===== config.mk =====
export PLATFORM = sky130hd
export DESIGN_NAME = fsr_unit
export DESIGN_NICKNAME = d
export VERILOG_FILES = /design/src/design/fsr_pkg.sv /design/src/design/fsr_unit.sv
export SDC_FILE = /design/constraint.sdc
export NUM_CORES = 1
export LEC_CHECK = 0
export BUFFER_PORTS_ARGS = -buffer_cell sky130_fd_sc_hd__buf_2
export CORE_AREA = 2 2 126 128
export CTS_BUF_LIST = sky130_fd_sc_hd__clkbuf_2 sky130_fd_sc_hd__clkbuf_4 sky130_fd_sc_hd__clkbuf_8
export DETAILED_ROUTE_END_ITERATION = 8
export DIE_AREA = 0 0 128 130
export PLACE_DENSITY = 0.77
export SETUP_SLACK_MARGIN = 0.4
export SLEW_MARGIN = 20
export SYNTH_ARGS = -nofsm -noshare
export SYNTH_HDL_FRONTEND = slang
export SYNTH_SLANG_ARGS = --single-unit

===== constraint.sdc =====
create_clock -name mclk -period 1.1 [get_ports mclk]
set_input_delay 0.055 -clock mclk [delete_from_list [all_inputs] [get_ports mclk]]
set_output_delay 0.055 -clock mclk [all_outputs]
set_load 0.05 [all_outputs]

===== src/design/fsr_pkg.sv =====
// Package with encodings, field positions and port structs of the fault status block.
package fsr_pkg;

	// Coprocessor register selectors (opcode1, primary, secondary, opcode2).
	localparam logic [2:0] OPC1_FAULT = 3'h0;
	localparam logic [3:0] CRN_FAULT = 4'h5;
	localparam logic [3:0] CRM_IFS = 4'h0;
	localparam logic [2:0] OPC2_IFS = 3'h1;
	localparam logic [3:0] CRM_ADFS = 4'h1;
	localparam logic [2:0] OPC2_ADFS = 3'h0;
	localparam logic [2:0] OPC2_AIFS = 3'h1;

	// Instruction fault status fields, long layout.
	localparam int IFS_EXT_BIT = 12;
	localparam int IFS_ONE_BIT = 9;
	localparam logic [31:0] IFS_RESET = 32'h0000_0200;
	localparam logic [31:0] IFS_WR_MASK = 32'h0000_103F;

	// Status field prefixes and fixed codes.
	localparam logic [3:0] ST_TRANS = 4'h1;
	localparam logic [3:0] ST_ACCESS = 4'h2;
	localparam logic [3:0] ST_PERM = 4'h3;
	localparam logic [3:0] ST_WALK_EXT = 4'h5;
	localparam logic [3:0] ST_WALK_PAR = 4'h7;
	localparam logic [5:0] ST_SYNC_EXT = 6'h10;
	localparam logic [5:0] ST_SYNC_PAR = 6'h18;
	localparam logic [5:0] ST_DEBUG = 6'h22;

	// Auxiliary data fault status fields.
	localparam int AD_VALID_BIT = 31;
	localparam int AD_L2_BIT = 23;
	localparam logic [6:0] RAM_TAG = 7'h08;
	localparam logic [6:0] RAM_DATA = 7'h09;
	localparam logic [31:0] ADFS_RESET = 32'h0000_0000;

	typedef enum logic [3:0] {
		FSR_TRANS, FSR_ACCESS, FSR_PERM, FSR_SYNC_EXT, FSR_SYNC_PAR,
		FSR_WALK_EXT, FSR_WALK_PAR, FSR_DEBUG, FSR_CACHE_MAINT
	} fsr_kind_e;

	typedef struct packed {
		logic valid;
		fsr_kind_e kind;
		logic [1:0] level;
		logic slave_err;
	} fsr_abort_s;

	typedef struct packed {
		logic valid;
		logic in_l2;
		logic is_data_ram;
		logic [4:0] bank_way;
		logic [17:0] index;
	} fsr_ecc_s;

	typedef struct packed {
		logic rd;
		logic wr;
		logic [2:0] opc1;
		logic [3:0] crn;
		logic [3:0] crm;
		logic [2:0] opc2;
		logic nonsecure;
		logic priv;
		logic [31:0] wdata;
	} fsr_cp_s;

	typedef struct packed {
		logic [31:0] ifs_s;
		logic [31:0] ifs_ns;
		logic [31:0] adfs_s;
		logic [31:0] adfs_ns;
		logic [31:0] rdata;
		logic rvalid;
		logic undef;
	} fsr_state_s;

endpackage : fsr_pkg


===== src/design/fsr_unit.sv =====
// Fault status recording: instruction fault, auxiliary data fault and stub registers.
// Summary of operation
// - Instruction fault register uses long layout when long table format is active.
// - Bit 12 records external abort type: 0 decode error, 1 slave error.
// - External abort type bit is zero for non-external aborts.
// - Translation, access-flag, permission faults encode prefix plus lookup level.
// - Sync external abort fixed code; walk external abort prefix plus level.
// - Sync parity error fixed code; walk parity error prefix plus level.
// - Debug event has own code; reserved encodings are never produced.
// - Lookup level 01 first, 10 second, 11 third; 00 reserved.
// - Cache maintenance aborts do not update the instruction fault register.
// - Instruction fault register decoded at opcode1 0, c5, c0, opcode2 1.
// - Auxiliary data fault register captures L1 and L2 double-bit ECC errors.
// - Bit 31 set when a double-bit error has occurred.
// - Bits 30:24 name the L1 RAM: 0x8 tag, 0x9 data.
// - Bit 23 set when the error came from the level-2 memory.
// - Bits 22:18 record the L1 bank or way.
// - Bits 17:0 record the L1 index.
// - For level-2 errors the identifier, bank/way and index read zero.
// - Auxiliary data register banked by security state; privileged access only.
// - Auxiliary data register decoded at opcode1 0, c5, c1, opcode2 0.
// - Auxiliary instruction register reads zero and ignores writes.
`timescale 1ns/1ps

module fsr_unit (
	// Clock and reset.
	input wire logic mclk,
	input wire logic nrst,
	// Translation format and fault events.
	input wire logic long_format,
	input wire fsr_pkg::fsr_abort_s abort_in,
	input wire fsr_pkg::fsr_ecc_s ecc_in,
	// Coprocessor access.
	input wire fsr_pkg::fsr_cp_s cp_in,
	output logic [31:0] cp_rdata,
	output logic cp_rvalid,
	output logic cp_undef
);
	import fsr_pkg::*;

	fsr_state_s st_q;
	fsr_state_s st_d;
	logic [5:0] status_code;
	logic ext_kind;
	logic level_ok;
	logic abort_take;
	logic [31:0] ifs_word;
	logic [31:0] ecc_word;
	logic hit_ifs;
	logic hit_adfs;
	logic hit_aifs;
	logic [31:0] ifs_cur;
	logic [31:0] adfs_cur;

	// Status field encoder; level 00 is rejected so no reserved code escapes.
	always_comb begin
		status_code = 6'h00;
		ext_kind = 1'b0;
		level_ok = (abort_in.level != 2'h0);
		unique case (abort_in.kind)
			FSR_TRANS: status_code = {ST_TRANS, abort_in.level};
			FSR_ACCESS: status_code = {ST_ACCESS, abort_in.level};
			FSR_PERM: status_code = {ST_PERM, abort_in.level};
			FSR_SYNC_EXT: begin
				status_code = ST_SYNC_EXT;
				ext_kind = 1'b1;
				level_ok = 1'b1;
			end
			FSR_WALK_EXT: begin
				status_code = {ST_WALK_EXT, abort_in.level};
				ext_kind = 1'b1;
			end
			FSR_SYNC_PAR: begin
				status_code = ST_SYNC_PAR;
				level_ok = 1'b1;
			end
			FSR_WALK_PAR: status_code = {ST_WALK_PAR, abort_in.level};
			FSR_DEBUG: begin
				status_code = ST_DEBUG;
				level_ok = 1'b1;
			end
			default: level_ok = 1'b0;
		endcase
	end

	// Only long-format, non-maintenance aborts with a legal code are recorded.
	assign abort_take = abort_in.valid && long_format && level_ok
		&& (abort_in.kind != FSR_CACHE_MAINT);

	always_comb begin
		ifs_word = '0;
		ifs_word[IFS_ONE_BIT] = 1'b1;
		ifs_word[IFS_EXT_BIT] = ext_kind & abort_in.slave_err;
		ifs_word[5:0] = status_code;
	end

	// Level-2 errors leave the L1 location fields at zero.
	always_comb begin
		ecc_word = '0;
		ecc_word[AD_VALID_BIT] = 1'b1;
		ecc_word[AD_L2_BIT] = ecc_in.in_l2;
		if (!ecc_in.in_l2) begin
			ecc_word[30:24] = ecc_in.is_data_ram ? RAM_DATA : RAM_TAG;
			ecc_word[22:18] = ecc_in.bank_way;
			ecc_word[17:0] = ecc_in.index;
		end
	end

	// Register decode.
	assign hit_ifs = cp_in.opc1 == OPC1_FAULT && cp_in.crn == CRN_FAULT
		&& cp_in.crm == CRM_IFS && cp_in.opc2 == OPC2_IFS;
	assign hit_adfs = cp_in.opc1 == OPC1_FAULT && cp_in.crn == CRN_FAULT
		&& cp_in.crm == CRM_ADFS && cp_in.opc2 == OPC2_ADFS;
	assign hit_aifs = cp_in.opc1 == OPC1_FAULT && cp_in.crn == CRN_FAULT
		&& cp_in.crm == CRM_ADFS && cp_in.opc2 == OPC2_AIFS;
	assign ifs_cur = cp_in.nonsecure ? st_q.ifs_ns : st_q.ifs_s;
	assign adfs_cur = cp_in.nonsecure ? st_q.adfs_ns : st_q.adfs_s;

	always_comb begin
		st_d = st_q;
		st_d.rvalid = 1'b0;
		st_d.undef = 1'b0;
		st_d.rdata = '0;
		// Software writes first, so a fault in the same cycle overrides them.
		if (cp_in.wr && cp_in.priv && hit_ifs) begin
			if (cp_in.nonsecure) begin
				st_d.ifs_ns = (cp_in.wdata & IFS_WR_MASK) | IFS_RESET;
			end else begin
				st_d.ifs_s = (cp_in.wdata & IFS_WR_MASK) | IFS_RESET;
			end
		end
		if (cp_in.wr && cp_in.priv && hit_adfs) begin
			if (cp_in.nonsecure) begin
				st_d.adfs_ns = cp_in.wdata;
			end else begin
				st_d.adfs_s = cp_in.wdata;
			end
		end
		if (abort_take) begin
			if (cp_in.nonsecure) begin
				st_d.ifs_ns = ifs_word;
			end else begin
				st_d.ifs_s = ifs_word;
			end
		end
		if (ecc_in.valid) begin
			if (cp_in.nonsecure) begin
				st_d.adfs_ns = ecc_word;
			end else begin
				st_d.adfs_s = ecc_word;
			end
		end
		if (cp_in.rd || cp_in.wr) begin
			if (!cp_in.priv || !(hit_ifs || hit_adfs || hit_aifs)) begin
				st_d.undef = 1'b1;
			end else if (cp_in.rd) begin
				st_d.rvalid = 1'b1;
				if (hit_ifs) begin
					st_d.rdata = ifs_cur;
				end else if (hit_adfs) begin
					st_d.rdata = adfs_cur;
				end else begin
					st_d.rdata = '0;
				end
			end
		end
	end

	always_ff @(posedge mclk or negedge nrst) begin
		if (!nrst) begin
			st_q <= '{ifs_s: IFS_RESET, ifs_ns: IFS_RESET, adfs_s: ADFS_RESET,
				adfs_ns: ADFS_RESET, rdata: 32'h0000_0000, rvalid: 1'b0, undef: 1'b0};
		end else begin
			st_q <= st_d;
		end
	end

	assign cp_rdata = st_q.rdata;
	assign cp_rvalid = st_q.rvalid;
	assign cp_undef = st_q.undef;

	// Checks.
	chk_ifs_bit_one: assert property (@(posedge mclk) disable iff (!nrst)
		st_q.ifs_s[IFS_ONE_BIT] && st_q.ifs_ns[IFS_ONE_BIT])
		else $error("instruction fault bit 9 not one");
	chk_ext_nonext: assert property (@(posedge mclk) disable iff (!nrst)
		abort_take && !ext_kind && !cp_in.nonsecure |=> !st_q.ifs_s[IFS_EXT_BIT])
		else $error("external type set on non-external abort");
	chk_ext_record: assert property (@(posedge mclk) disable iff (!nrst)
		abort_take && ext_kind && !cp_in.nonsecure
		|=> st_q.ifs_s[IFS_EXT_BIT] == $past(abort_in.slave_err))
		else $error("external abort type not recorded");
	chk_short_ignored: assert property (@(posedge mclk) disable iff (!nrst)
		abort_in.valid && !long_format && !cp_in.wr && !cp_in.nonsecure
		|=> $stable(st_q.ifs_s))
		else $error("short format abort changed register");
	chk_maint_ignored: assert property (@(posedge mclk) disable iff (!nrst)
		abort_in.valid && abort_in.kind == FSR_CACHE_MAINT && !cp_in.wr
		|=> $stable(st_q.ifs_s) && $stable(st_q.ifs_ns))
		else $error("maintenance abort changed instruction register");
	chk_debug_code: assert property (@(posedge mclk) disable iff (!nrst)
		abort_take && abort_in.kind == FSR_DEBUG && !cp_in.nonsecure
		|=> st_q.ifs_s[5:0] == 6'h22)
		else $error("debug code wrong");
	chk_level_code: assert property (@(posedge mclk) disable iff (!nrst)
		abort_take && abort_in.kind == FSR_TRANS && !cp_in.nonsecure
		|=> st_q.ifs_s[5:0] == {4'h1, $past(abort_in.level)} && st_q.ifs_s[1:0] != 2'h0)
		else $error("translation code wrong");
	chk_ecc_valid: assert property (@(posedge mclk) disable iff (!nrst)
		ecc_in.valid && !cp_in.nonsecure |=> st_q.adfs_s[31])
		else $error("ecc valid not set");
	chk_ecc_l2_zero: assert property (@(posedge mclk) disable iff (!nrst)
		ecc_in.valid && ecc_in.in_l2 && !cp_in.nonsecure
		|=> st_q.adfs_s[23] && st_q.adfs_s[30:24] == 7'h00 && st_q.adfs_s[22:0] == 23'h0)
		else $error("level-2 error fields not zero");
	chk_ecc_l1_ram: assert property (@(posedge mclk) disable iff (!nrst)
		ecc_in.valid && !ecc_in.in_l2 && !cp_in.nonsecure
		|=> st_q.adfs_s[30:24] == ($past(ecc_in.is_data_ram) ? 7'h09 : 7'h08)
		&& st_q.adfs_s[17:0] == $past(ecc_in.index)
		&& st_q.adfs_s[22:18] == $past(ecc_in.bank_way))
		else $error("level-1 ram fields wrong");
	chk_aifs_zero: assert property (@(posedge mclk) disable iff (!nrst)
		cp_in.rd && cp_in.priv && hit_aifs |=> cp_rvalid && cp_rdata == 32'h0)
		else $error("auxiliary instruction register not zero");
	chk_unpriv_undef: assert property (@(posedge mclk) disable iff (!nrst)
		cp_in.rd && !cp_in.priv |=> cp_undef && !cp_rvalid)
		else $error("unprivileged access not refused");
	chk_ifs_read: assert property (@(posedge mclk) disable iff (!nrst)
		cp_in.rd && cp_in.priv && hit_ifs |=> cp_rvalid && cp_rdata[9])
		else $error("instruction register read wrong");
	chk_adfs_read: assert property (@(posedge mclk) disable iff (!nrst)
		cp_in.rd && cp_in.priv && hit_adfs && !cp_in.nonsecure
		|=> cp_rvalid && cp_rdata == $past(st_q.adfs_s))
		else $error("auxiliary data register read wrong");

	// Further checks on encodings, banking and refused accesses.
	chk_ns_abort: assert property (@(posedge mclk) disable iff (!nrst)
		abort_take && abort_in.kind == FSR_SYNC_EXT && cp_in.nonsecure
		|=> st_q.ifs_ns[5:0] == 6'h10)
		else $error("nonsecure external abort code wrong");
	chk_walk_ext_code: assert property (@(posedge mclk) disable iff (!nrst)
		abort_take && abort_in.kind == FSR_WALK_EXT && !cp_in.nonsecure
		|=> st_q.ifs_s[5:0] == {4'h5, $past(abort_in.level)})
		else $error("walk external abort code wrong");
	chk_sync_par_code: assert property (@(posedge mclk) disable iff (!nrst)
		abort_take && abort_in.kind == FSR_SYNC_PAR && !cp_in.nonsecure
		|=> st_q.ifs_s[5:0] == 6'h18 && !st_q.ifs_s[12])
		else $error("parity error code wrong");
	chk_walk_par_code: assert property (@(posedge mclk) disable iff (!nrst)
		abort_take && abort_in.kind == FSR_WALK_PAR && !cp_in.nonsecure
		|=> st_q.ifs_s[5:0] == {4'h7, $past(abort_in.level)})
		else $error("walk parity error code wrong");
	chk_access_code: assert property (@(posedge mclk) disable iff (!nrst)
		abort_take && abort_in.kind == FSR_ACCESS && !cp_in.nonsecure
		|=> st_q.ifs_s[5:0] == {4'h2, $past(abort_in.level)})
		else $error("access flag code wrong");
	chk_perm_code: assert property (@(posedge mclk) disable iff (!nrst)
		abort_take && abort_in.kind == FSR_PERM && !cp_in.nonsecure
		|=> st_q.ifs_s[5:0] == {4'h3, $past(abort_in.level)})
		else $error("permission code wrong");
	chk_level_zero: assert property (@(posedge mclk) disable iff (!nrst)
		abort_in.valid && abort_in.level == 2'h0 && !cp_in.wr
		&& abort_in.kind inside {FSR_TRANS, FSR_ACCESS, FSR_PERM, FSR_WALK_EXT, FSR_WALK_PAR}
		|=> $stable(st_q.ifs_s) && $stable(st_q.ifs_ns))
		else $error("reserved level recorded");
	chk_reserved_bits: assert property (@(posedge mclk) disable iff (!nrst)
		st_q.ifs_s[31:13] == 19'h0 && st_q.ifs_s[11:10] == 2'h0 && st_q.ifs_s[8:6] == 3'h0
		&& st_q.ifs_ns[31:13] == 19'h0 && st_q.ifs_ns[11:10] == 2'h0 && st_q.ifs_ns[8:6] == 3'h0)
		else $error("reserved instruction fault bits set");
	chk_adfs_ns_ecc: assert property (@(posedge mclk) disable iff (!nrst)
		ecc_in.valid && cp_in.nonsecure |=> st_q.adfs_ns[31])
		else $error("nonsecure ecc valid not set");
	chk_ns_ecc_l2: assert property (@(posedge mclk) disable iff (!nrst)
		ecc_in.valid && ecc_in.in_l2 && cp_in.nonsecure
		|=> st_q.adfs_ns[30:0] == 31'h0080_0000)
		else $error("nonsecure level-2 fields not zero");
	chk_ecc_l1_clear: assert property (@(posedge mclk) disable iff (!nrst)
		ecc_in.valid && !ecc_in.in_l2 && !cp_in.nonsecure |=> !st_q.adfs_s[23])
		else $error("level-2 bit set on level-1 error");
	chk_adfs_write: assert property (@(posedge mclk) disable iff (!nrst)
		cp_in.wr && cp_in.priv && hit_adfs && !ecc_in.valid && !cp_in.nonsecure
		|=> st_q.adfs_s == $past(cp_in.wdata))
		else $error("auxiliary data write lost");
	chk_ifs_write: assert property (@(posedge mclk) disable iff (!nrst)
		cp_in.wr && cp_in.priv && hit_ifs && !abort_take && !cp_in.nonsecure
		|=> st_q.ifs_s == (($past(cp_in.wdata) & 32'h0000_103F) | 32'h0000_0200))
		else $error("instruction fault write mask wrong");
	chk_aifs_ignored: assert property (@(posedge mclk) disable iff (!nrst)
		cp_in.wr && hit_aifs && !abort_in.valid && !ecc_in.valid
		|=> $stable(st_q.ifs_s) && $stable(st_q.ifs_ns) && $stable(st_q.adfs_s)
		&& $stable(st_q.adfs_ns))
		else $error("auxiliary instruction write took effect");
	chk_unpriv_nowrite: assert property (@(posedge mclk) disable iff (!nrst)
		cp_in.wr && !cp_in.priv && !abort_in.valid && !ecc_in.valid
		|=> cp_undef && $stable(st_q.ifs_s) && $stable(st_q.ifs_ns)
		&& $stable(st_q.adfs_s) && $stable(st_q.adfs_ns))
		else $error("unprivileged write took effect");
	chk_unmapped_undef: assert property (@(posedge mclk) disable iff (!nrst)
		(cp_in.rd || cp_in.wr) && !(hit_ifs || hit_adfs || hit_aifs)
		|=> cp_undef && !cp_rvalid)
		else $error("unmapped selector not refused");
	chk_no_answer: assert property (@(posedge mclk) disable iff (!nrst)
		!cp_in.rd && !cp_in.wr |=> !cp_rvalid && !cp_undef && cp_rdata == 32'h0)
		else $error("answer without request");
	chk_ns_ifs_read: assert property (@(posedge mclk) disable iff (!nrst)
		cp_in.rd && cp_in.priv && hit_ifs && cp_in.nonsecure
		|=> cp_rvalid && cp_rdata == $past(st_q.ifs_ns))
		else $error("nonsecure instruction register read wrong");
	chk_event_wins: assert property (@(posedge mclk) disable iff (!nrst)
		ecc_in.valid && cp_in.wr && cp_in.priv && hit_adfs && !cp_in.nonsecure
		|=> st_q.adfs_s[31] && st_q.adfs_s[23] == $past(ecc_in.in_l2))
		else $error("software write beat ecc event");

	cov_walk_ext: cover property (@(posedge mclk) disable iff (!nrst)
		abort_take && abort_in.kind == FSR_WALK_EXT);
	cov_ecc_l2: cover property (@(posedge mclk) disable iff (!nrst)
		ecc_in.valid && ecc_in.in_l2);
	cov_ecc_read: cover property (@(posedge mclk) disable iff (!nrst)
		ecc_in.valid ##1 cp_in.rd && hit_adfs);
	cov_aifs: cover property (@(posedge mclk) disable iff (!nrst)
		cp_in.wr && hit_aifs && cp_in.priv);
	cov_unpriv_write: cover property (@(posedge mclk) disable iff (!nrst)
		cp_in.wr && !cp_in.priv && hit_adfs);

endmodule : fsr_unit


==> impl_metrics.toml, run 1 <==
[run_status]
status = "finished, violations left"
violations = "negative hold slack, negative setup slack"

[power_and_ir_drop]
p_leak_nw = 5.21
power_density_nw_per_um2 = 1110
peakVddDrop_uv = 799
power.total_mw = 13.6

[cells_and_area]
final_common_cell = "dfrtp_1"
areaGrowthSynthToFinish_pct = 47.2
final_cell_mix = "dfrtp_1 (160), buf_2 (78), mux2i_1 (65), buf_4 (61), buf_6 (60)"
antenna_cells = 0
seqCellArea_um2 = 4060
fin_cells = 1244
final_layout_size_suffix_gt1_share_pct = 42.2
multi_input_area_um2 = 4510
stdcell_area_um2 = 12200
nets = 1128
fillers = 804

[clock_tree]
clkTransAtPathRegs_ns = 0.11
cts.sinks = 162
clockBufferDepth = 2
ctsHoldBuffers = 43
cts_buffers = 17
htree_levels = 4
root_buffer = "clkbuf_8"
insertion_delay_ns = 0.48
cts_tree = "done"

[sta]
hold_viol_final = 5
hold_slack_ns = -0.0258
worst_pin_slew_ns = 0.783
fin_ws_ns = -0.235
skew_ns = 0.0202
max_slew_margin_pct = 47.8
timing.final.crit_share_pct = 121
max_freq_ghz = 0.749
setup_viol = 80
rsz0062_at_grt = "yes"
maxSlewViolCount = 0
fin_crit_ns = 1.34

[synthesis]
synth_edf_count = 0
yosysUniqueCellTypes = 45
avgSynthCellArea_um2 = 9.89
synth.largest_area_cell = "dfrtp_1"
syn_nets = 926
synth_top_area_share_pct = 48.2
ys_warn_count = 0
synth_area_leaders = "dfrtp_1 (48%), mux2i_1 (8.0%), and2_1 (3.8%)"
ys_ff_latch = 162
ys.flop_type = "dfrtp_1"
synth_area_um2 = 8300
async_flop_share_pct = 100
yosysSeqAreaShare_pct = 48.9
synthCells = 839

[placement]
dpl.hpwl_um = 15100
place_area_um2 = 9590
place_ws_ns = -0.659
place_congestion = 0.850
place_inst = 1116
portBuffers = 120

[route]
vias = 8730
wl_per_cell_um = 27.0
dr.pass1.iters = 6
wl_um = 33600
drc = 0
drtIter0Drc = 1362
drtAntennaViolNets = 0
via_per_inst = 7.02

[floorplanning]
core_um2 = 15400
initial_core_util_pct = 53.8
chipWidth_um = 128
rows = 46
io_pins = 121
die_h_um = 130
die-area_um2 = 16600

[global_routing]
grt_antenna_before_repair = 0
grt_pass1_wl_um = 46700
grt_usage_pct = 36.7
grt_pass1_vias = 8559
grt_max_degree = 50
grt_overflow = 0

[worst_setup_path]
crit_required_ns = 1.48
cp.arrival_ns = 1.71
startpoint = "st_q[110]"
path_class = "register to register"
reg2reg_to = "cp_rdata[12]"
critPathMaxFanout = 2
cpPeakStageDelay_ns = 0.49
crit_path_end_kind = "register"
critPathCapture = "cp_rdata[12]"
crit_slowest_cell = "dfrtp_1"
r2r_start = "st_q[110]"
reg2reg_slack_ns = -0.24
crit_chain = "mux2i_1 -> o22ai_2 -> and2_4"
rr_worst_depth = 3
cp-start-kind = "register"

[worst_hold_path]
hold_path.class = "primary input to register"

[job]
max_cap_violations = 0
cells in the mapped netlist, types with 15 or more instances:
cell type	n
dfrtp_1	160
mux2i_1	66
nor2_1	65
clkbuf_1	63
nand3_1	55
and2_1	50
a31oi_1	42
o21ai_0	41
buf_4	33
o32a_1	31
nor2b_1	30
nand2_1	29
nand4_1	24
o211ai_1	23
a21oi_1	16
inv_1	15
layout make-up:
cell class | instances | share of cell area, %
Clock inverter | 10 | 0.717
Sequential cell | 162 | 33.2
Timing Repair Buffer | 289 | 24.5
Multi-Input combinational cell | 556 | 36.9
Clock buffer | 20 | 2.20
Inverter | 15 | 0.461
Tap cell | 192 | 1.97
where the power goes:
group	internal, mW	total [mW]	leakage, nW	switching [mW]
clock	1.90	4.31	0.183	2.42
combinational	1.12	2.50	2.92	1.38
sequential	6.38	6.79	2.11	0.415
stage by stage:
| step | utilization (%) | TNS [ns] |
|---|---|---|
| detailed placement | 62.1 | -71.32 |
| CTS | 76.1 | -0.0710 |
| floorplan | - | -41.42 |
| finish | 79.2 | -4.57 |
| global route | 79.2 | -6.38 |
| global placement | 62.1 | -69.49 |
worst min-delay path by stage:
stage          cells past startpoint  slack [ns]                          to        start
6_report                           4       -0.03                    st_q[70]    ecc_in[4]
5_1_grt                            4       -0.01                    st_q[70]    ecc_in[4]
4_1_cts                            5       -0.04                   st_q[110]  abort_in[0]
3_5_place_dp                       1       0.003                   st_q[100]         nrst
3_3_place_gp                       1       0.002                   st_q[100]         nrst
2_1_floorplan                      0       -0.24  asynchronous set/reset pin         nrst
worst max-delay path: cells and delay by family (launching register included):
kind / cells / cell delay, ns
compound gates: 1 / 0.19
flops: 1 / 0.49
mux: 1 / 0.36
simple gates: 1 / 0.19
cells by family (layout without fill, tap and decap cells):
| family | count (synthesis) | after routing | share of synthesized area, % |
|---|---|---|---|
| compound gates | 203 | 209 | 17.6 |
| xor+xnor | 3 | 3 | 0.317 |
| buf+inv | 127 | 334 | 7.55 |
| flops | 162 | 162 | 48.9 |
| mux | 66 | 66 | 7.96 |
| simple gates | 278 | 278 | 17.7 |
what timing repair did:
| item | CTS | global route |
|---|---|---|
| pin swaps | 82 | 96 |
| resized for setup | 214 | 82 |
| endpoints found under the setup margin | 195 | 212 |
| cloned | 21 | 3 |
| endpoints found under the hold margin | 230 | 3 |
| buffers inserted | 26 | 5 |
layer usage:
metal | global-route usage [%] | vias up | wire, µm
met4 | 17.3 | 0 | 1940
met1 | 47.0 | 4171 | 11900
met2 | 58.8 | 852 | 15200
met3 | 9.64 | 241 | 4530
li1 | - | 3466 | -
met5 | 0 | - | 0
Note: power is estimated with default switching activity, not from simulation.
==> run 2, diff against run 1 <==
--- a/config.mk
+++ b/config.mk
@@ -10,6 +10,7 @@
 export CTS_BUF_LIST = sky130_fd_sc_hd__clkbuf_2 sky130_fd_sc_hd__clkbuf_4 sky130_fd_sc_hd__clkbuf_8
 export DETAILED_ROUTE_END_ITERATION = 8
 export DIE_AREA = 0 0 128 130
+export GPL_TIMING_DRIVEN = 0
 export PLACE_DENSITY = 0.77
 export SETUP_SLACK_MARGIN = 0.4
 export SLEW_MARGIN = 20
==> run 2 against run 1 <==
Effect of this change: the run still ends with negative hold slack, negative setup slack left; via count shrank 1.8%; hold slack lost 0.45 ns; highest routed layer unchanged; sequential share of layout area decreased by 0.49 points; final area increased by 1.5%; largest cell class unchanged; register-to-register slack improved by 0.15 ns; non-clock buffer count rose by 38; cell count grew 2.7%; global-route usage rose by 0.13 points.
==> impl_metrics.toml, run 2 (same netlist as run 1, synthesis figures left out) <==
[worst_setup_path]
critPathMaxFanout = 8
reg2reg_slack_ns = -0.09
path_class = "primary input to register"
r2r_start = "st_q[50]"
crit_chain = "buf_6 -> nor4_4 -> nand4_1 -> buf_8 -> buf_6 -> clkbuf_16 -> o21ai_2 -> a31oi_1"
cp-start-kind = "primary input"
startpoint = "cp_in[45]"
cp.arrival_ns = 1.63
cpPeakStageDelay_ns = 0.39
rr_worst_depth = 3
crit_slowest_cell = "nor4_4"
crit_top_cell = "buf_6"
crit_path_end_kind = "register"
crit_required_ns = 1.43
critPathCapture = "st_q[40]"
reg2reg_to = "st_q[50]"

[clock_tree]
insertion_delay_ns = 0.49
clkTransAtPathRegs_ns = 0.10
cts.sinks = 162
root_buffer = "clkbuf_8"
htree_levels = 4
cts_tree = "done"
cts_buffers = 17
ctsHoldBuffers = 41
clockBufferDepth = 2

[global_routing]
grt_pass1_vias = 8647
grt_max_degree = 94
grt_overflow = 0
grt_antenna_before_repair = 0
grt_usage_pct = 36.8
grt_pass1_wl_um = 46700

[sta]
fin_ws_ns = -0.195
worst_pin_slew_ns = 0.798
max_slew_margin_pct = 46.8
skew_ns = 0.0145
maxSlewViolCount = 0
setup_viol = 185
max_freq_ghz = 0.772
rsz0062_at_grt = "yes"
fin_crit_ns = 1.29
timing.final.crit_share_pct = 118
hold_slack_ns = -0.476
hold_viol_final = 97

[cells_and_area]
utilization_pct = 80.4
final_common_cell = "dfrtp_1"
final_layout_size_suffix_gt1_share_pct = 42.7
areaGrowthSynthToFinish_pct = 49.4
final_cell_mix = "dfrtp_1 (160), buf_2 (84), mux2i_1 (66), nor2_1 (62), buf_6 (55)"
antenna_cells = 0
fillers = 877
nets = 1160

[route]
wl_um = 31400
dr.pass1.iters = 6
drtIter0Drc = 1172
vias = 8571
wl_per_cell_um = 24.6
via_per_inst = 6.71
drc = 0
drtAntennaViolNets = 0

[run_status]
status = "finished, violations left"
violations = "negative hold slack, negative setup slack"

[floorplanning]
rows = 46
io_pins = 121
die_h_um = 130
chipWidth_um = 128
core_um2 = 15400
initial_core_util_pct = 53.8
die-area_um2 = 16600

[placement]
place_congestion = 0.891
dpl.hpwl_um = 17000
portBuffers = 116

[power_and_ir_drop]
p_leak_nw = 5.37
peakVddDrop_uv = 763
power_density_nw_per_um2 = 1090

[job]
max_cap_violations = 0

[worst_hold_path]
hold_path.class = "primary input to asynchronous set/reset pin"
## run 2: changes by cell type in the layout (fill, tap and decap cells not counted), moves of 10 or more
cell       previous run  this run
buf_16               15         1
nor2_1               50        62
nor2_2               13         1
clkbuf_2              0        23
buf_8                 3        49
clkbuf_16             1        19
buf_4                61        27
clkbuf_1              0        10
buf_12               28         5
## run 2: worst min-delay path by stage
stage                                             to  depth (start not counted)  slack [ns]
after floorplan           asynchronous set/reset pin                          0       -0.24
after global placement                      st_q[81]                          3        0.34
after detailed placement                    cp_undef                          1        0.05
after CTS                 asynchronous set/reset pin                          1       -0.45
after global routing      asynchronous set/reset pin                          1       -0.44
final                                       cp_undef                          1       -0.48
## run 2: area by class of cell
cell class                 count  area (µm²)  area share, %
multi-input combinational    550        4400           35.5
timing repair buffer         215        2050           16.6
clock buffer                  18         248           2.00
sequential                   162        4060           32.7
tap                          192         240           1.94
buffer                       112        1210           9.75
clock inverter                14         131           1.06
inverter                      15        60.1          0.484
## run 2: power breakdown
group	internal, mW	leakage [nW]	switching (mW)
Combinational	1.09	3.08	1.36
Sequential	6.38	2.11	0.381
Clock	1.87	0.182	2.49
## run 2: layer usage
metal | wire (µm) | global-route usage [%]
met4 | 1750 | 19.8
met5 | 0 | 0
met2 | 14700 | 59.1
met3 | 3340 | 8.57
met1 | 11600 | 46.8
## run 2: repair_timing
action | 4_1_cts | 5_1_grt
setup buffers | 33 | 7
setup endpoints to repair | 194 | 195
gates cloned | 15 | 2
hold endpoints to repair | 141 | 74
gates resized for setup | 327 | 78
pin swaps | 83 | 48
## run 2: worst max-delay path: cells and delay by family
kind	cells	cell delay (ns)
AO/OA/AOI/OAI	2	0.24
buffers and inverters	4	0.62
AND/OR/NAND/NOR	2	0.69
## run 2: through the flow
stage | TNS (ns) | std cells | total power [mW] | instance area (µm²) | setup WS (ns)
5_1_grt | -17.22 | 1278 | 14.0 | 12400 | -0.197
3_3_place_gp | -513.53 | 1147 | 8.49 | 9560 | -2.55
3_5_place_dp | -107.45 | 1148 | 8.56 | 9590 | -0.971
6_report | -17.78 | 1278 | 13.6 | 12400 | -0.195
2_1_floorplan | -41.42 | 839 | 7.80 | 8740 | -0.550
4_1_cts | -5.01 | 1269 | 13.1 | 12100 | -0.0949
